`src/gpr_pkg.sv`:
```
package gpr_pkg;

    // ------------------------------------------------------------
    // Register map
    // ------------------------------------------------------------
    localparam logic [15:0] OFS_CTRL  = 16'hc006;
    localparam logic [15:0] OFS_OUT0  = 16'hc01e;
    localparam logic [15:0] OFS_IN0   = 16'hc020;
    localparam logic [15:0] OFS_DIR0  = 16'hc022;
    localparam logic [15:0] OFS_OUT1  = 16'hc024;
    localparam logic [15:0] OFS_IN1   = 16'hc026;
    localparam logic [15:0] OFS_DIR1  = 16'hc028;

    // ------------------------------------------------------------
    // Control register fields
    // ------------------------------------------------------------
    localparam int          BIT_WP     = 15;
    localparam int          BIT_TXR    = 14;
    localparam int          BIT_SAS    = 11;
    localparam int          MODE_LO    = 8;
    localparam int          BIT_HSPIN  = 7;
    localparam int          BIT_HSBUS  = 6;
    localparam int          BIT_SPIPIN = 5;
    localparam int          BIT_SPIBUS = 4;
    localparam int          BIT_POL1   = 3;
    localparam int          BIT_EN1    = 2;
    localparam int          BIT_POL0   = 1;
    localparam int          BIT_EN0    = 0;
    localparam logic [15:0] CTRL_WMASK = 16'hcfff;
    localparam logic [15:0] RST_CTRL   = 16'h0000;
    localparam logic [15:0] RST_OUT    = 16'h0000;
    localparam logic [15:0] RST_DIR    = 16'h0000;

    // ------------------------------------------------------------
    // Pin numbers
    // ------------------------------------------------------------
    localparam int PIN_TXEN  = 30;
    localparam int PIN_EXT_INTERRUPT_ONE  = 25;
    localparam int PIN_EXT_INTERRUPT_ZERO  = 24;
    localparam int PIN_SS_A  = 9;
    localparam int PIN_SS_B  = 15;

    typedef enum logic [2:0] {
        MODE_PLAIN = 3'b000,
        MODE_IDE   = 3'b100,
        MODE_HOST  = 3'b101,
        MODE_SCAN  = 3'b110
    } gpr_mode_t;

    typedef struct packed {
        logic [15:0] addr;
        logic [15:0] wdata;
        logic        wr;
        logic        rd;
    } gpr_bus_t;

    typedef struct packed {
        logic fs_pin;
        logic fs_bus;
        logic spi_pin;
        logic spi_bus;
        logic ss_pin15;
        logic ss_pin9;
        logic ss_bus9;
        logic tx_route;
    } gpr_route_t;

endpackage

```
`src/gpr_edge.sv`:
```
`timescale 1ns/1ps
module gpr_edge
    import gpr_pkg::*;
(
    // Clock and reset
    input  wire logic CLK,
    input  wire logic RST,
    // Pin and control
    input  wire logic pin,
    input  wire logic rising,
    input  wire logic enable,
    // Event
    output logic      pulse
);
    typedef struct packed {
        logic s1;
        logic s2;
        logic s3;
        logic [1:0] fill;
        logic pulse;
    } gpr_edge_st_t;

    gpr_edge_st_t st_q;
    gpr_edge_st_t st_d;

    always_comb begin
        st_d = st_q;
        st_d.s1 = pin;
        st_d.s2 = st_q.s1;
        st_d.s3 = st_q.s2;
        // History holds real pin levels only after three clocks; a cleared stage must not look like an edge
        st_d.fill = (&st_q.fill) ? st_q.fill : st_q.fill + 2'd1;
        st_d.pulse = enable && (&st_q.fill) &&
                     (rising ? (st_q.s2 && !st_q.s3) : (!st_q.s2 && st_q.s3));
    end

    always_ff @(posedge CLK) begin
        if (RST) begin
            st_q <= '0;
        end else begin
            st_q <= st_d;
        end
    end

    assign pulse = st_q.pulse;

    edge_one_a: assert property (@(posedge CLK) disable iff (RST) st_q.pulse |=> !st_q.pulse) else $error("edge pulse longer than one cycle");
    edge_cause_a: assert property (@(posedge CLK) disable iff (RST)
        st_q.pulse |-> $past(enable) && ($past(rising) ? $past(st_q.s2, 1) : !$past(st_q.s2, 1)))
        else $error("edge pulse without qualifying edge");
endmodule

```
`src/gpr_regs.sv`:
```
`timescale 1ns/1ps
module gpr_regs
    import gpr_pkg::*;
(
    // Clock and reset
    input  wire logic        CLK,
    input  wire logic        RST,
    // Register port
    input  wire gpr_bus_t    bus,
    input  wire logic [31:0] pins_in,
    // Register contents
    output logic [15:0]      ctrl,
    output logic [31:0]      out_data,
    output logic [31:0]      dir,
    output logic [15:0]      rdata
);
    typedef struct packed {
        logic [15:0] ctrl;
        logic [31:0] out_data;
        logic [31:0] dir;
        logic        lock;
        logic [15:0] rdata;
    } gpr_regs_st_t;

    gpr_regs_st_t st_q;
    gpr_regs_st_t st_d;

    always_comb begin
        st_d = st_q;
        st_d.rdata = 16'h0000;
        if (bus.wr) begin
            case (bus.addr)
                OFS_CTRL: begin
                    if (st_q.lock) begin
                        st_d.ctrl[7:0] = bus.wdata[7:0];
                    end else begin
                        st_d.ctrl = bus.wdata & CTRL_WMASK;
                        st_d.lock = bus.wdata[BIT_WP];
                    end
                end
                OFS_OUT0: st_d.out_data[15:0]  = bus.wdata;
                OFS_OUT1: st_d.out_data[31:16] = bus.wdata;
                OFS_DIR0: st_d.dir[15:0]       = bus.wdata;
                OFS_DIR1: st_d.dir[31:16]      = bus.wdata;
                default: st_d.ctrl = st_d.ctrl;
            endcase
        end
        if (bus.rd) begin
            case (bus.addr)
                OFS_CTRL: st_d.rdata = st_q.ctrl;
                OFS_OUT0: st_d.rdata = st_q.out_data[15:0];
                OFS_OUT1: st_d.rdata = st_q.out_data[31:16];
                OFS_IN0:  st_d.rdata = pins_in[15:0];
                OFS_IN1:  st_d.rdata = pins_in[31:16];
                OFS_DIR0: st_d.rdata = st_q.dir[15:0];
                OFS_DIR1: st_d.rdata = st_q.dir[31:16];
                default:  st_d.rdata = 16'h0000;
            endcase
        end
    end

    always_ff @(posedge CLK) begin
        if (RST) begin
            st_q <= '0;
        end else begin
            st_q <= st_d;
        end
    end

    assign ctrl     = st_q.ctrl;
    assign out_data = st_q.out_data;
    assign dir      = st_q.dir;
    assign rdata    = st_q.rdata;

    lock_hold_a: assert property (@(posedge CLK) disable iff (RST)
        st_q.lock |=> st_q.ctrl[15:8] == $past(st_q.ctrl[15:8])) else $error("locked byte changed");
    out_read_a: assert property (@(posedge CLK) disable iff (RST)
        bus.rd && bus.addr == OFS_OUT0 |=> st_q.rdata == $past(st_q.out_data[15:0]))
        else $error("output data readback wrong");
    in_read_a: assert property (@(posedge CLK) disable iff (RST)
        bus.rd && bus.addr == OFS_IN1 |=> st_q.rdata == $past(pins_in[31:16]))
        else $error("input data read wrong");
endmodule

```
`src/gpr_top.sv`:
```
// Added by the designer: strobed register access.
`timescale 1ns/1ps
// Operation
// - Write-protect bit locks control upper byte until chip reset.
// - Transmitter-route bit drives port transmitter enable onto pin 30.
// - Select-reroute moves SPI slave select from pin 9 to pin 15.
// - Mode field sets use of pins 15..0 and 24..19.
// - Fast serial pin-route connects port to pins 26, 18..16.
// - Fast serial bus-route uses memory data 15..12, beats pin-route.
// - SPI pin-route connects SPI to pins 11..8.
// - SPI bus-route uses memory data 11..8, beats both other bits.
// - Interrupt one from pin 25, interrupt zero from pin 24.
// - Interrupt one on rising edge if polarity set, else falling.
// - Interrupt one needs local enable and processor pin-interrupt enable.
// - Interrupt zero on rising edge if polarity set, else falling.
// - Interrupt zero needs local enable and processor pin-interrupt enable.
// - Pins 15..0 from first output bank, 31..16 from second.
// - Output data read returns last written value.
// - Seven pin registers decoded at listed addresses.
// - Direction bit one makes pin output, zero makes input.
// - Input data read returns present pin levels.
module gpr_top
    import gpr_pkg::*;
(
    // Clock and reset
    input  wire logic        CLK,
    input  wire logic        RST,
    // Register port
    input  wire logic [15:0] ADDR,
    input  wire logic [15:0] WDATA,
    input  wire logic        WR,
    input  wire logic        RD,
    output logic [15:0]      RDATA,
    // Pins
    input  wire logic [31:0] PIN_I,
    output logic [31:0]      PIN_O,
    output logic [31:0]      PIN_OE,
    // Processor and port status
    input  wire logic        CPU_PIN_IRQ_EN,
    input  wire logic        PORT_TX_EN,
    // Interrupt events
    output logic             EXT_EXT_INTERRUPT_ZERO,
    output logic             EXT_EXT_INTERRUPT_ONE,
    // Routing selects
    output logic [2:0]       PIN_MODE,
    output gpr_route_t       ROUTE
);
    typedef struct packed {
        logic [31:0] pin_o;
        logic [31:0] pin_oe;
        logic [2:0]  mode;
        gpr_route_t  route;
    } gpr_top_st_t;

    gpr_top_st_t st_q;
    gpr_top_st_t st_d;
    gpr_bus_t    bus;
    logic [15:0] ctrl;
    logic [31:0] out_data;
    logic [31:0] dir;
    logic        ext_interrupt_zero;
    logic        ext_interrupt_one;

    assign bus = '{addr: ADDR, wdata: WDATA, wr: WR, rd: RD};

    // ------------------------------------------------------------
    // Registers
    // ------------------------------------------------------------
    gpr_regs u_regs (
        .CLK      (CLK),
        .RST      (RST),
        .bus      (bus),
        .pins_in  (PIN_I),
        .ctrl     (ctrl),
        .out_data (out_data),
        .dir      (dir),
        .rdata    (RDATA)
    );

    // ------------------------------------------------------------
    // External interrupts
    // ------------------------------------------------------------
    gpr_edge u_ext_interrupt_zero (
        .CLK    (CLK),
        .RST    (RST),
        .pin    (PIN_I[PIN_EXT_INTERRUPT_ZERO]),
        .rising (ctrl[BIT_POL0]),
        .enable (ctrl[BIT_EN0] && CPU_PIN_IRQ_EN),
        .pulse  (ext_interrupt_zero)
    );

    gpr_edge u_ext_interrupt_one (
        .CLK    (CLK),
        .RST    (RST),
        .pin    (PIN_I[PIN_EXT_INTERRUPT_ONE]),
        .rising (ctrl[BIT_POL1]),
        .enable (ctrl[BIT_EN1] && CPU_PIN_IRQ_EN),
        .pulse  (ext_interrupt_one)
    );

    assign EXT_EXT_INTERRUPT_ZERO = ext_interrupt_zero;
    assign EXT_EXT_INTERRUPT_ONE = ext_interrupt_one;

    // ------------------------------------------------------------
    // Routing and pin drive
    // ------------------------------------------------------------
    always_comb begin
        st_d = st_q;
        st_d.pin_o  = out_data;
        st_d.pin_oe = dir;
        st_d.mode   = ctrl[MODE_LO +: 3];
        st_d.route.fs_bus   = ctrl[BIT_HSBUS];
        st_d.route.fs_pin   = ctrl[BIT_HSPIN] && !ctrl[BIT_HSBUS];
        st_d.route.spi_bus  = ctrl[BIT_SPIBUS];
        st_d.route.spi_pin  = ctrl[BIT_SPIPIN] && !ctrl[BIT_SPIBUS];
        st_d.route.ss_pin15 = ctrl[BIT_SAS] && !ctrl[BIT_SPIBUS];
        st_d.route.ss_pin9  = ctrl[BIT_SPIPIN] && !ctrl[BIT_SAS] && !ctrl[BIT_SPIBUS];
        st_d.route.ss_bus9  = ctrl[BIT_SPIBUS];
        st_d.route.tx_route = ctrl[BIT_TXR];
        if (ctrl[BIT_TXR]) begin
            st_d.pin_o[PIN_TXEN]  = PORT_TX_EN;
            st_d.pin_oe[PIN_TXEN] = 1'b1;
        end
    end

    always_ff @(posedge CLK) begin
        if (RST) begin
            st_q <= '0;
        end else begin
            st_q <= st_d;
        end
    end

    assign PIN_O    = st_q.pin_o;
    assign PIN_OE   = st_q.pin_oe;
    assign PIN_MODE = st_q.mode;
    assign ROUTE    = st_q.route;

    // ------------------------------------------------------------
    // Checks
    // ------------------------------------------------------------
    tx_route_a: assert property (@(posedge CLK) disable iff (RST)
        ctrl[BIT_TXR] |=> PIN_O[PIN_TXEN] == $past(PORT_TX_EN) && PIN_OE[PIN_TXEN])
        else $error("transmitter enable not on pin 30");
    ss_move_a: assert property (@(posedge CLK) disable iff (RST)
        ctrl[BIT_SAS] && !ctrl[BIT_SPIBUS] |=> ROUTE.ss_pin15 && !ROUTE.ss_pin9)
        else $error("select not moved to pin 15");
    fs_prio_a: assert property (@(posedge CLK) disable iff (RST)
        ctrl[BIT_HSBUS] |=> ROUTE.fs_bus && !ROUTE.fs_pin) else $error("fast serial priority wrong");
    fs_pin_a: assert property (@(posedge CLK) disable iff (RST)
        ctrl[BIT_HSPIN] && !ctrl[BIT_HSBUS] |=> ROUTE.fs_pin) else $error("fast serial pin route missing");
    spi_prio_a: assert property (@(posedge CLK) disable iff (RST)
        ctrl[BIT_SPIBUS] |=> ROUTE.spi_bus && !ROUTE.spi_pin && !ROUTE.ss_pin15)
        else $error("spi bus priority wrong");
    spi_pin_a: assert property (@(posedge CLK) disable iff (RST)
        ctrl[BIT_SPIPIN] && !ctrl[BIT_SPIBUS] |=> ROUTE.spi_pin) else $error("spi pin route missing");
    mode_out_a: assert property (@(posedge CLK) disable iff (RST)
        1'b1 |=> PIN_MODE == $past(ctrl[10:8])) else $error("mode field not applied");
    drive_bank_a: assert property (@(posedge CLK) disable iff (RST)
        !ctrl[BIT_TXR] |=> PIN_O == $past(out_data) && PIN_OE == $past(dir))
        else $error("pin drive does not follow banks");
    irq_gate_a: assert property (@(posedge CLK) disable iff (RST)
        !CPU_PIN_IRQ_EN [*2] |=> !EXT_EXT_INTERRUPT_ZERO && !EXT_EXT_INTERRUPT_ONE) else $error("interrupt raised while disabled");
endmodule

```
`config.mk`:
```
export PLATFORM = sky130hd
export DESIGN_NAME = gpr_top
export DESIGN_NICKNAME = d
export VERILOG_FILES = /design/src/gpr_pkg.sv /design/src/gpr_edge.sv /design/src/gpr_regs.sv /design/src/gpr_top.sv
export SDC_FILE = /design/constraint.sdc
export NUM_CORES = 1
export LEC_CHECK = 0
export CAP_MARGIN = 0
export CORE_MARGIN = 1.5
export CORE_UTILIZATION = 50
export CTS_CLUSTER_SIZE = 28
export DETAILED_ROUTE_END_ITERATION = 8
export DONT_BUFFER_PORTS = 1
export HOLD_SLACK_MARGIN = 0.02
export MAX_ROUTING_LAYER = met4
export PLACE_DENSITY = 0.77
export SYNTH_ARGS = -nofsm -noshare
export SYNTH_HDL_FRONTEND = slang
export SYNTH_SLANG_ARGS = --single-unit
export TNS_END_PERCENT = 20
```
`constraint.sdc`:
```
create_clock -name CLK -period 1.9 [get_ports CLK]
set_clock_uncertainty 0.1 [all_clocks]
set_input_delay 0.19 -clock CLK [delete_from_list [all_inputs] [get_ports CLK]]
set_output_delay 0.19 -clock CLK [all_outputs]
set_load 0.02 [all_outputs]
```
# After elaboration in Yosys (flattened, before gate mapping)
# Cells that the tools add are included.
[totals]
mem_count = 0
latch_bits = 0
register_bits = 181
rom_bits = 0
input_bits = 70
ramBits = 0
[op_classes]
addsub = 2
n_mux = 6
bitwise = 2
mul = 0
n_div = 0
n_reduce_logical = 31
n_lt_le_gt_ge = 0
n_eq_ne = 7
shifts = 0
[op_table]
columns = ["operator", "n"]
rows = [
  ["equality test 16 bit, second input constant", 7],
  ["one-hot mux 16 bit (7 select lines)", 1],
  ["logical AND 1 bit", 15],
  ["AND reduction 2 bit", 7],
  ["zero test 1 bit", 7],
  ["two-way mux 1 bit", 5],
  ["adder 2 x 1 -> 2 bit, second input constant", 2],
  ["AND reduction 3 bit", 1],
  ["inverter 1 bit", 2],
  ["OR reduction 2 bit", 1],
]

# Logic depth before layout (Yosys ltp)
[depth]
ltp_word = 4
mapped_depth = 8

# Modules after synthesis
# Synthesis repeated with hierarchy kept, for this count alone.
[unflattened]
cells_unflattened = 803
area_unflattened_um2 = 7855.0
[modules_own_cells]
columns = ["module", "cells_each", "seq_area_each_um2", "instances", "area_per_inst_um2"]
rows = [
  ["gpr_regs", 606, 1901.8, 1, 5401.4],
  ["gpr_top", 161, 1481.4, 1, 2033.2],
  ["gpr_edge", 18, 120.1, 2, 210.2],
]

# Worst setup path before layout
# No wires, ideal clock.
[synth_path]
kind = "in2reg"
start = "input ADDR[9]"
end = "register u_regs.st_q, in the netlist u_regs.ctrl[15]"
setup_slack_ns = 0.192
setup_time_ns = 0.071
required_ns = 1.729
cell_stages = 5
arrival_time_ns = 1.538
cell_sequence = "or4_4 > nor3_2 > clkbuf_1 > nand4b_1 > a21oi_1"
[synth_via]
elab_chain_len = 2
[synth_lines]
columns = ["element", "line", "text"]
rows = [
  ["from (decl)", "gpr_top.sv:29", "input wire logic [15:0] ADDR,"],
  ["equality test 16 bit", "gpr_regs.sv:32", "case (bus.addr)"],
  ["AND reduction 3 bit (no line)", "--", ""],
  ["to (signal assigned)", "gpr_regs.sv:66", "st_q <= st_d;"],
  ["to (decl)", "gpr_regs.sv:25", "gpr_regs_st_t st_q;"],
]
# Every way passes these cells.
# A chain may end at the register's enable or synchronous reset.

# Worst setup path in the final report
[layout_path]
start = "input ADDR[0]"
end = "register u_regs.st_q, in the netlist u_regs.dir[27]"
[layout_via]
elab_chain_len = 2
[layout_lines]
columns = ["element", "line"]
rows = [
  ["equality test 16 bit", "gpr_regs.sv:32"],
  ["AND reduction 2 bit (no line)", "--"],
]
# Every way passes these cells.

==> metrics.yaml <==
rsz0062_at_grt: "no"
drive_gt1_share_pct: 8.51
fin_crit_ps: 1860
drt-total-wl_um: 23300
synth_flop_cell: "dfxtp_1"
tns_ps: 0
track_usage_pct: 33.0
design.die.area_um2: 14600
yosys-top-cells-count: "181 x dfxtp_1, 81 x a21oi_1, 79 x o21ai_0"
synth_edf_count: 0
tightest_slew_ps: 635
yosysSeqAreaShare_pct: 52.2
maxSlewHeadroom_pct: 57.6
synth_top_area_share_pct: 52.2
ant_nets: 0
min_from: "PIN_I[8]"
ir_drop_mv: 0.668
start_util_pct: 51.8
status: "finished, final reports clean"
yosys.area_share.adder_pct: 0.361
yosys.area.top_type: "dfxtp_1"
fillers: 999
cts_sinks: 181
slew_viol_final: 0
synth_simple_gate_area_share_pct: 18.8
worst-setup-path-type: "in2reg"
power.density_nw_per_um2: 863
layout_setup_ws_ps: 35.3
startpoint_type: "primary input"
hold_viol_final: 0
period_share_pct: 98.1
drc: 0
hold_slack_ps: 36.3
yosysUniqueCellTypes: 44
seqCellArea_um2: 3620
cp.required_ps: 2160
design.core.area_um2: 13400
dr.pass1.iters: 7
cts_inserted_buffers: 17
grt_pass1_vias: 6506
first_iter_violations: 968
fin_nets: 905
multi_input_area_um2: 2930
die_w_um: 121
synth-seq-cells: 181
endpoint_kind: "flip-flop"
finalSetupViolCount: 0
clock_path_buffers: 2
synthArstFlopShare_pct: 0
ys_warn_count: 0
min_path_type: "in2reg"
ios: 163
clkTransAtPathRegs_ps: 70
postSynthCellCount: 744
grt_pass1_wl_um: 35700
syn-num-nets: 816
synth_top_family_by_area: "compound AO/OA/AOI/OAI gates"
postPlaceCellArea_um2: 7000
max_freq_ghz: 0.536
num_vias: 6610
startpoint: "ADDR[0]"
place_hpwl_um: 13700
n_antenna_cell: 0
gp_congestion: 0.948
syn_area_per_cell_um2: 9.32
post-place-ws_ps: 122
r2r-start: "u_regs.st_q[16]$_SDFFE_PP0P_"
synth_area_leaders: "dfxtp_1 52%, nor2b_1 7.0%, a21oi_1 5.8%"
synthMostInstantiatedCell: "dfxtp_1"
ctsHtreeMaxLevel: 4
p_leak_uw: 0.00323
cp_data_arrival_time_ps: 2130
rows: 42
cts_root_buf: "clkbuf_16"
grt_max_degree: 84
synthesis.area_um2: 6940
dieHeight_um: 121
routedWlPerCell_um: 22.8
design_area_um2: 8920
clock_latency_ps: 430
synth_compound_area_share_pct: 22.0
grt_antenna_before_repair: 0
drv_cap: 0
area_delta_synth_final_pct: 28.6
cts_tree: "built"
overflow: 0
vias_per_cell: 6.47
critPathMaxFanout: 19
port_buffers: 0
synth_mux_area_share_pct: 0.433
synthXorXnorAreaFrac_pct: 0.253
==> where the power goes <==
part	total (uW)	switching, uW	internal, uW
Combinational	258	142	116
Sequential	3830	14.0	3820
Clock	3600	1530	2070
==> final timing paths <==
| check | slack [ps] | depth (start not counted) | to |
|---|---|---|---|
| min reg2reg | 370 | 1 | u_ext_interrupt_one.st_d[3]$_SDFF_PP0_ |
| max reg2reg | 60 | 4 | u_regs.ctrl[8]$_SDFFE_PP0P_ |
| min | 40 | 3 | u_regs.rdata[8]$_SDFF_PP0_ |
| max | 40 | 7 | u_regs.dir[27]$_SDFFE_PP0P_ |
==> repair_timing <==
item / 4_1_cts / 5_1_grt
endpoints found under the hold margin: 181 / 0
hold buffers: 128 / 0
gates resized for setup: 0 / 5
endpoints found under the setup margin: 0 / 20
buffers inserted: 0 / 0
==> routing by layer <==
layer  wire (um)  up-vias  global-route usage [%]
met4        1170        0                    18.7
li1            -     2846                       -
met1        8500     3072                    38.7
met5           0        -                       -
met3        2700      140                    8.73
met2       10900      552                    51.2
==> cells by family after synthesis <==
logic type,count (synthesis)
adders and majority gates,2
AOI/OAI and AO/OA,256
buffers and inverters,85
and+or+nand+nor,215
xor gates and xnor gates,2
muxes,3
DFF,181
==> final cells by class <==
type	instances	share of cell area (%)
Clock buffer	21	5.27
Tap cell	176	2.47
Timing Repair Buffer	154	17.2
Inverter	1	0.0421
Multi-Input combinational cell	478	32.8
Clock inverter	11	1.56
Sequential cell	181	40.6
==> worst max-delay path, cell delays in order <==
cell and delay [ps]:
nor4_2 390, buf_6 260, and4_1 240, buf_4 200
nand3_1 100, dlygate4sd3_1 590, a21oi_1 140
==> registers in the layout (all words and copies together), names as in the netlist <==
register                    count
PIN_OE                         32
PIN_O                          32
u_regs.dir                     32
u_regs.out_data                32
u_regs.rdata                   16
u_regs.ctrl                    14
ROUTE                           7
PIN_MODE                        3
u_ext_interrupt_one.st_q        3
u_ext_interrupt_zero.st_q       3
u_ext_interrupt_one.st_d        2
u_ext_interrupt_zero.st_d       2
u_ext_interrupt_one.pulse       1
u_ext_interrupt_zero.pulse      1
u_regs.st_q                     1
==> placed cells by master (no fill, tap or decap), types with 5 or more instances in the layout <==
cell type	Yosys	routed
a22oi_1	46	46
dlygate4sd3_1	0	127
o22ai_1	16	16
o2bb2ai_1	14	14
nand4b_1	9	9
dfxtp_1	181	181
o21a_1	16	16
o21ai_0	79	77
nor2_1	16	16
buf_4	17	22
nand4_1	5	5
clkbuf_16	0	17
nor2b_1	78	78
nand3_1	76	76
a21oi_1	81	81
==> metrics by stage <==
step	cells	util (%)	power [uW]
2_1_floorplan	744	-	4080
3_3_place_gp	862	52.3	4050
3_5_place_dp	862	52.3	4060
4_1_cts	1022	66.5	7690
5_1_grt	1022	66.6	7890
6_report	1022	66.6	7690
Note: power is estimated with default switching activity, not from simulation.
